$ cat config.mk
export PLATFORM = sky130hd
export DESIGN_NAME = pbis_port_regs
export DESIGN_NICKNAME = d
export VERILOG_FILES = /design/src/rtl/pbis_pkg.sv /design/src/rtl/pbis_port_regs.sv
export SDC_FILE = /design/constraint.sdc
export NUM_CORES = 1
export LEC_CHECK = 0
export BUFFER_PORTS_ARGS = -buffer_cell sky130_fd_sc_hd__buf_4
export CAP_MARGIN = 20
export CORE_AREA = 2 2 113 115
export CTS_CLUSTER_DIAMETER = 50
export DETAILED_ROUTE_END_ITERATION = 10
export DIE_AREA = 0 0 115 117
export PLACE_DENSITY = 0.88
export SLEW_MARGIN = 20
export SYNTH_ARGS = -nofsm -noshare
export SYNTH_HDL_FRONTEND = slang
export SYNTH_SLANG_ARGS = --single-unit
$ cat constraint.sdc
create_clock -name clk_sys -period 2.7 [get_ports clk_sys]
set_input_delay 0.54 -clock clk_sys [delete_from_list [all_inputs] [get_ports clk_sys]]
set_output_delay 0.54 -clock clk_sys [all_outputs]
set_load 0.02 [all_outputs]
$ cat src/rtl/pbis_pkg.sv
// Package: offsets, field layouts and reset values of the port base/status slice
package pbis_pkg;

  // ----------------------------------------------------------------------
  // Register map
  // ----------------------------------------------------------------------
  localparam logic [11:0] PBIS_PORT_BASE     = 12'h100;
  localparam logic [11:0] PBIS_PORT_STRIDE   = 12'h080;
  localparam logic [6:0]  PBIS_OFS_CLB_LO    = 7'h00;
  localparam logic [6:0]  PBIS_OFS_CLB_HI    = 7'h04;
  localparam logic [6:0]  PBIS_OFS_RXB_LO    = 7'h08;
  localparam logic [6:0]  PBIS_OFS_RXB_HI    = 7'h0C;
  localparam logic [6:0]  PBIS_OFS_STATUS    = 7'h10;

  // ----------------------------------------------------------------------
  // Field layouts
  // ----------------------------------------------------------------------
  localparam int          PBIS_CLB_LSB       = 10;
  localparam int          PBIS_RXB_LSB       = 8;
  localparam int          PBIS_RXB_FBS_LSB   = 12;
  localparam int          PBIS_ST_LSB        = 26;
  localparam int          PBIS_ST_W          = 6;
  localparam int          PBIS_EV_COLD       = 5;
  localparam int          PBIS_EV_TFERR      = 4;
  localparam int          PBIS_EV_HBFATAL    = 3;
  localparam int          PBIS_EV_HBDATA     = 2;
  localparam int          PBIS_EV_LFATAL     = 1;
  localparam int          PBIS_EV_LNONFATAL  = 0;
  localparam int          PBIS_TF_ERR_BIT    = 0;

  // ----------------------------------------------------------------------
  // Reset values
  // ----------------------------------------------------------------------
  localparam logic [31:0] PBIS_RST_WORD      = 32'h0000_0000;
  localparam logic [5:0]  PBIS_RST_STATUS    = 6'h00;

endpackage : pbis_pkg

$ cat src/rtl/pbis_port_regs.sv
// Port command-list/receive-area base registers and upper event status bits
//
// Implementation choice: the plain strobed port.
`timescale 1ns/1ps
`default_nettype none

module pbis_port_regs
  import pbis_pkg::*;
#(
  parameter int          PORT_NUM  = 0,
  parameter bit          ADDR64    = 1'b1
) (
  input  wire logic        clk_sys,
  input  wire logic        arst_n,
  input  wire logic [11:0] reg_addr,
  input  wire logic [31:0] reg_wdata,
  input  wire logic        reg_wr,
  input  wire logic        reg_rd,
  output logic      [31:0] reg_rdata,
  input  wire logic        cold_presence_capable,
  input  wire logic        cold_presence_event,
  input  wire logic        tf_status_update,
  input  wire logic [7:0]  tf_status,
  input  wire logic        host_bus_fatal_event,
  input  wire logic        host_bus_data_event,
  input  wire logic        link_fatal_event,
  input  wire logic        link_nonfatal_event,
  input  wire logic        fbs_enable,
  output logic      [63:0] cmd_list_base,
  output logic      [63:0] rx_area_base,
  output logic             rx_area_misaligned,
  output logic      [5:0]  event_flags
);

  // ----------------------------------------------------------------------
  // Address decode
  // ----------------------------------------------------------------------
  localparam logic [11:0] PORT_OFS = PBIS_PORT_BASE + PBIS_PORT_STRIDE * 12'(PORT_NUM);
  localparam int          PORT_LSB = $clog2(PBIS_PORT_STRIDE);

  wire logic [11:0] rel_addr = reg_addr - PORT_OFS;
  wire logic        in_port  = (reg_addr[11:PORT_LSB] == PORT_OFS[11:PORT_LSB]);
  wire logic [6:0]  ofs      = rel_addr[PORT_LSB-1:0];
  wire logic        sel_clbl = in_port && (ofs == PBIS_OFS_CLB_LO);
  wire logic        sel_clbh = in_port && (ofs == PBIS_OFS_CLB_HI);
  wire logic        sel_rxbl = in_port && (ofs == PBIS_OFS_RXB_LO);
  wire logic        sel_rxbh = in_port && (ofs == PBIS_OFS_RXB_HI);
  wire logic        sel_st   = in_port && (ofs == PBIS_OFS_STATUS);

  // ----------------------------------------------------------------------
  // Base address registers
  // ----------------------------------------------------------------------
  logic [31:PBIS_CLB_LSB] cmd_list_base_field_r;
  logic [31:0]            cmd_list_base_upper_field_r;
  logic [31:PBIS_RXB_LSB] rx_area_base_field_r;
  logic [31:0]            rx_area_base_upper_field_r;

  always_ff @(posedge clk_sys or negedge arst_n) begin
    if (!arst_n) begin
      cmd_list_base_field_r <= PBIS_RST_WORD[31:PBIS_CLB_LSB];
      rx_area_base_field_r  <= PBIS_RST_WORD[31:PBIS_RXB_LSB];
    end else begin
      if (reg_wr && sel_clbl) begin
        cmd_list_base_field_r <= reg_wdata[31:PBIS_CLB_LSB];
      end
      if (reg_wr && sel_rxbl) begin
        rx_area_base_field_r <= reg_wdata[31:PBIS_RXB_LSB];
      end
    end
  end

  generate
    if (ADDR64) begin : g_upper
      always_ff @(posedge clk_sys or negedge arst_n) begin
        if (!arst_n) begin
          cmd_list_base_upper_field_r <= PBIS_RST_WORD;
          rx_area_base_upper_field_r  <= PBIS_RST_WORD;
        end else begin
          if (reg_wr && sel_clbh) begin
            cmd_list_base_upper_field_r <= reg_wdata;
          end
          if (reg_wr && sel_rxbh) begin
            rx_area_base_upper_field_r <= reg_wdata;
          end
        end
      end
    end else begin : g_no_upper
      // Upper words read-only zero without 64-bit support
      assign cmd_list_base_upper_field_r = PBIS_RST_WORD;
      assign rx_area_base_upper_field_r  = PBIS_RST_WORD;
    end
  endgenerate

  wire logic [31:0] clb_lo_word = {cmd_list_base_field_r, {PBIS_CLB_LSB{1'b0}}};
  wire logic [31:0] rxb_lo_word = {rx_area_base_field_r, {PBIS_RXB_LSB{1'b0}}};

  // Fetch logic sees the full 1 KiB aligned base
  assign cmd_list_base = {cmd_list_base_upper_field_r, clb_lo_word};
  assign rx_area_base  = {rx_area_base_upper_field_r, rxb_lo_word};
  // Alignment is software's job; flagged so frame logic can refuse it
  assign rx_area_misaligned = fbs_enable &&
                              (rx_area_base_field_r[PBIS_RXB_FBS_LSB-1:PBIS_RXB_LSB] != '0);

  // ----------------------------------------------------------------------
  // Event status bits
  // ----------------------------------------------------------------------
  logic [PBIS_ST_W-1:0] status_r;
  logic [PBIS_ST_W-1:0] status_nxt;
  logic [PBIS_ST_W-1:0] ev_set;

  assign ev_set[PBIS_EV_COLD]      = cold_presence_event && cold_presence_capable;
  assign ev_set[PBIS_EV_TFERR]     = tf_status_update && tf_status[PBIS_TF_ERR_BIT];
  assign ev_set[PBIS_EV_HBFATAL]   = host_bus_fatal_event;
  assign ev_set[PBIS_EV_HBDATA]    = host_bus_data_event;
  assign ev_set[PBIS_EV_LFATAL]    = link_fatal_event;
  assign ev_set[PBIS_EV_LNONFATAL] = link_nonfatal_event;

  wire logic [PBIS_ST_W-1:0] st_clr = (reg_wr && sel_st) ?
                                      reg_wdata[PBIS_ST_LSB +: PBIS_ST_W] : '0;

  genvar gi;
  generate
    for (gi = 0; gi < PBIS_ST_W; gi++) begin : g_st
      // Set beats clear so a same-cycle event is never lost
      assign status_nxt[gi] = ev_set[gi] | (status_r[gi] & ~st_clr[gi]);
    end
  endgenerate

  always_ff @(posedge clk_sys or negedge arst_n) begin
    if (!arst_n) begin
      status_r <= PBIS_RST_STATUS;
    end else begin
      status_r <= status_nxt;
    end
  end

  assign event_flags = status_r;

  // ----------------------------------------------------------------------
  // Read path
  // ----------------------------------------------------------------------
  logic [31:0] rdata_r;

  wire logic [31:0] st_word = {status_r, {PBIS_ST_LSB{1'b0}}};
  wire logic [31:0] rd_mux  = sel_clbl ? clb_lo_word :
                              sel_clbh ? cmd_list_base_upper_field_r :
                              sel_rxbl ? rxb_lo_word :
                              sel_rxbh ? rx_area_base_upper_field_r :
                              sel_st   ? st_word : PBIS_RST_WORD;

  always_ff @(posedge clk_sys or negedge arst_n) begin
    if (!arst_n) begin
      rdata_r <= PBIS_RST_WORD;
    end else begin
      rdata_r <= reg_rd ? rd_mux : PBIS_RST_WORD;
    end
  end

  assign reg_rdata = rdata_r;
endmodule : pbis_port_regs

`default_nettype wire

# Word-level counts from Yosys, hierarchy flattened
# Cells that the tools add are included.
[word_totals] latch_bits=0 ramBits=0 word_cells=52 ff_bits=148 inputBits=64 memories=0 mem_bits_ro=0
[op_classes] n_shift=0 eq_ne=5 n_mux=7 n_mul=0 magnitude_cmp=0 n_addsub=1 n_reduce_logical=15 div=0 bitwise_logic=18
[ops] operator="$mux W32" count=6
[ops] operator="$eq A7 B4 Y1 const B" count=2
[ops] operator="$logic_and A1 B1 Y1" count=13
[ops] operator="$eq A7 B3 Y1 const B" count=1
[ops] operator="$eq A7 B5 Y1 const B" count=1
[ops] operator="$logic_not A7 Y1" count=1
[ops] operator="$sub A7 B1 Y7 const B" count=1
[ops] operator="$and A1 B1 Y1" count=6
[ops] operator="$mux W6" count=1
[ops] operator="$not A1 Y1" count=6
[ops] operator="$or A1 B1 Y1" count=6
[ops] operator="$eq A5 B2 Y1 const B" count=1
[ops] operator="$reduce_bool A4 Y1" count=1

# Longest topological paths before layout
[depth] word_depth=9 ltp_mapped=7 mapped_depth_nobuf=4

# Worst setup path after synthesis
# OpenSTA, ideal clock, no wires.
[synth_path] path_kind="input port to flip-flop" start="input port reg_addr[1]" end="register cmd_list_base_field_r[10] (netlist name)" required_time_ps=2575 arrival_time_ps=1985 slack_ps=590 path_stages=5 path_cell_list="nor3_1 nand4_2 nor3_2 buf_4 mux2_2"
[synth_between] elab_chain_len=4
[synth_rtl] item="start, declared" line="pbis_port_regs.sv:15" rtl="input wire logic [11:0] reg_addr,"
[synth_rtl] item="$sub A7 B1 Y7" line="pbis_port_regs.sv:41" rtl="wire logic [11:0] rel_addr = reg_addr - PORT_OFS;"
[synth_rtl] item="$logic_not A7 Y1" line="pbis_port_regs.sv:44" rtl="wire logic sel_clbl = in_port && (ofs == PBIS_OFS_CLB_LO);"
[synth_rtl] item="$logic_and A1 B1 Y1" line="pbis_port_regs.sv:44"
[synth_rtl] item="$logic_and A1 B1 Y1" line="pbis_port_regs.sv:63" rtl="if (reg_wr && sel_clbl) begin"
[synth_rtl] item="end signal, assigned" line="pbis_port_regs.sv:60" rtl="cmd_list_base_field_r <= PBIS_RST_WORD[31:PBIS_CLB_LSB];"
[synth_rtl] item="end signal, assigned" line="pbis_port_regs.sv:64" rtl="cmd_list_base_field_r <= reg_wdata[31:PBIS_CLB_LSB];"
[synth_rtl] item="end, declared" line="pbis_port_regs.sv:53" rtl="logic [31:PBIS_CLB_LSB] cmd_list_base_field_r;"
# Every way passes these cells.
# A chain may end at the register's enable or synchronous reset.

# Final worst setup path
[layout_path] start="register rx_area_base_field_r[11] (netlist name)" end="output port rx_area_misaligned"
[layout_between] elab_chain_len=2
[layout_rtl] item="start, declared" line="pbis_port_regs.sv:55" rtl="logic [31:PBIS_RXB_LSB] rx_area_base_field_r;"
[layout_rtl] item="start signal, assigned" line="pbis_port_regs.sv:61" rtl="rx_area_base_field_r <= PBIS_RST_WORD[31:PBIS_RXB_LSB];"
[layout_rtl] item="start signal, assigned" line="pbis_port_regs.sv:67" rtl="rx_area_base_field_r <= reg_wdata[31:PBIS_RXB_LSB];"
[layout_rtl] item="$reduce_bool A4 Y1" line="pbis_port_regs.sv:102" rtl="(rx_area_base_field_r[PBIS_RXB_FBS_LSB-1:PBIS_RXB_LSB] != '0);"
[layout_rtl] item="$logic_and A1 B1 Y1" line="pbis_port_regs.sv:101" rtl="assign rx_area_misaligned = fbs_enable &&"
[layout_rtl] item="end, declared" line="pbis_port_regs.sv:31" rtl="output logic rx_area_misaligned,"
# Every way passes these cells.

==> impl_results.md <==
* Final std cells w/o fill at 874
* Placed cell count at 844
* Async SR Flop Fraction at 100%
* Number of global-route vias before repair at 5048
* Slew HR at 66.9%
* CTS clk-pin slew, worst paths at 60 ps
* Drt total wl at 17900 µm
* Most common cell in the synthesized netlist: dfrtp_1
* Critical Path AT at 1450 ps
* First-pass iteration count of the detailed router at 5
* Clock sink total at 148
* Simple-gate share of the synthesized area at 9.01%
* Root Buffer: clkbuf_16
* Power Density at 567 nW/µm²
* Shortest period the worst path allows at 1990 ps
* DP HPWL at 12200 µm
* Crit Path Class: flip-flop to output pin
* Die ar. at 13500 µm²
* Crit path buffers/inverters at 1
* Skew-Pair Late Insertion Delay at 430 ps
* Worst VDD drop at 0.460 mV
* Max-cap viol count at 0
* Post-synth cell types at 36
* First-pass GRT wire length at 27300 µm
* Top cells by area, synth: dfrtp_1 (58%), mux2_2 (19%), mux2i_1 (3.8%)
* Clock Path Buffers at 2
* Htree depth at 4
* # diodes at 0
* Achievable Freq at 0.502 GHz
* GRT Total Usage at 27.3%
* Total CTS buffers at 17
* Largest family of logic cells by synthesized area: multiplexers
* Slowest CP cell: o41a_1
* CP top delay family: compound AO/OA/AOI/OAI gates
* Core area at 12300 µm²
* Synth Cell Area at 6350 µm²
* Worst Hold Class: input pin to asynchronous set/reset pin
* Tcrit/Tclk final at 73.8%
* CP Capture Type: output pin
* Final setup fails at 0
* WL/cell at 20.5 µm
* Initial Util at 51.5%
* DRT antenna net count at 0
* Synth Area in Compound Gates at 4.95%
* CTS tree: yes
* Adder-Cell Fraction of Synth Area at 0%
* Crit start category: flip-flop
* Post-synthesis mux area share at 23.3%
* Post-Synth XOR/XNOR Area at 0%
* Cells after Synth at 494
* Postcts setup bufs at 0
* Synth area leader: dfrtp_1
* Max incr delay on CP at 450 ps
* DR vias/cell at 5.64
* Fin Clk Skew at 5.79 ps
* I/O pin count at 231
* Nets at 777
* Grt total ovfl at 0
* Largest net degree at the start of global routing at 76
* PortBufs at 205
* CP required at 2160 ps
* Seq/Total Area, Yosys at 58.4%
* Final Hold Viols at 0
* Min Hold Slack at 44.2 ps
* Power, Total at 4.91 mW
* Post-synth top area share at 58.4%
* Routed vias at 4928
* Gpl congestion at 0.881
* Pins over their slew limit at 0
* Final TNS setup at 0 ps
* Drt first-iter violations at 292
* Actual slew at the worst max-slew pin at 494 ps
* Die X-Extent at 115 µm
* # rows at 41
* Post-synth EDFFs at 0
* CP Max Fanout at 4
* Leak pwr at 4.63 nW
* Post-layout util at 70.4%
* Synth Register Bits at 148
* DRC errors left at 0
* Synth top cells by count: dfrtp_1 (148), mux2_2 (106), nand2_1 (37), nor2_1 (32), buf_4 (28)
* Resize count post-CTS at 0
* Area growth from synthesis to layout at 36.7%
* Ratio of cells with drive above 1 in the final layout at 50.7%
* Initial antenna violation count at 0
* Die Ht at 117 µm
* Status: completed
* RSZ-0062 raised after global routing: no
* Yosys Warn Count at 0
* Most common flop cell mapped by yosys: dfrtp_1
* Worst path cell trace: o41a_1 > buf_4
* Cts hold-fix bufs at 0
* Avg Cell Area, Syn at 12.8 µm²
==> flip-flops by register name, summed over array words and instances (netlist names) <==
register / count
reg_rdata: 32
event_flags: 6
rx_area_base_upper_field_r: 32
cmd_list_base_field_r: 22
cmd_list_base_upper_field_r: 32
rx_area_base_field_r: 24
==> worst register-to-register path, stage by stage (launching register included) <==
cell and delay, ps:
dfrtp_1 380, nand2b_1 140, a32o_1 260, o2111ai_1 100
a21oi_1 90
==> path summary, 6_finish.rpt <==
path | depth (start not counted) | endpoint | start | slack, ps
worst max-delay path | 2 | rx_area_misaligned | rx_area_base_field_r[11]$_DFFE_PN0P_ | 710
worst min-delay path | 1 | rx_area_base_upper_field_r[22]$_DFFE_PN0P_ | arst_n | 40
worst max register to register | 4 | reg_rdata[30]$_DFF_PN0_ | rx_area_base_upper_field_r[30]$_DFFE_PN0P_ | 1610
worst min register to register | 1 | rx_area_base_upper_field_r[30]$_DFFE_PN0P_ | rx_area_base_upper_field_r[30]$_DFFE_PN0P_ | 510
max in group asynchronous | 2 | reg_rdata[7]$_DFF_PN0_ | arst_n | 1900
min in group clk_sys | 2 | event_flags[1]$_DFF_PN0_ | link_fatal_event | 290
==> metrics by stage <==
step | instance area, µm² | worst slack [ps]
floorplan | 6410 | 590
global placement | 8080 | 492
detailed placement | 8080 | 450
CTS | 8670 | 684
global route | 8670 | 653
finish | 8670 | 707
==> layer usage <==
| metal | vias up | track usage [%] | part of all wire [%] |
|---|---|---|---|
| met1 | 2485 | 32.6 | 38 |
| met3 | 37 | 11.3 | 10 |
| met2 | 249 | 43.8 | 49 |
| met4 | 0 | 12.3 | 2.4 |
| met5 | - | 0 | 0 |
| li1 | 2157 | - | - |
==> cells by family (layout without fill, tap and decap cells) <==
family / after synthesis / in the layout
multiplexers: 134 / 134
AND/OR/NAND/NOR: 117 / 117
other: 1 / 18
buffers and inverters: 44 / 257
flip-flops: 148 / 148
AO/OA/AOI/OAI: 50 / 50
==> final cells by class <==
type                            instances  area [µm²]
Sequential cell                       148        3700
Fill cell                             860        3640
Multi-Input combinational cell        319        2450
Timing Repair Buffer                  225        1730
Clock buffer                           19         433
Tap cell                              150         188
Clock inverter                         11         161
Inverter                                2        7.51
==> placed cells by master, fill, tap and decap left out, types with 4 or more instances in the layout <==
| master | n |
|---|---|
| nand4_1 | 5 |
| nand2_1 | 37 |
| dfrtp_1 | 148 |
| a21o_1 | 4 |
| nor3_1 | 17 |
| conb_1 | 18 |
| buf_4 | 221 |
| clkinv_2 | 5 |
| a21oi_1 | 10 |
| clkbuf_16 | 17 |
| mux2_2 | 106 |
| o31ai_1 | 4 |
| nor2_1 | 32 |
| mux2i_1 | 24 |
| o21a_1 | 5 |
| bufinv_16 | 4 |
| nand3_1 | 6 |
| mux2_1 | 4 |
| o21ai_0 | 20 |
==> report_power, final <==
group | switching [mW] | internal, mW | total [mW]
clock network | 0.875 | 1.53 | 2.40
registers | 0.00644 | 2.23 | 2.23
logic | 0.175 | 0.105 | 0.280
No activity file was read; power rests on OpenSTA's default activity.
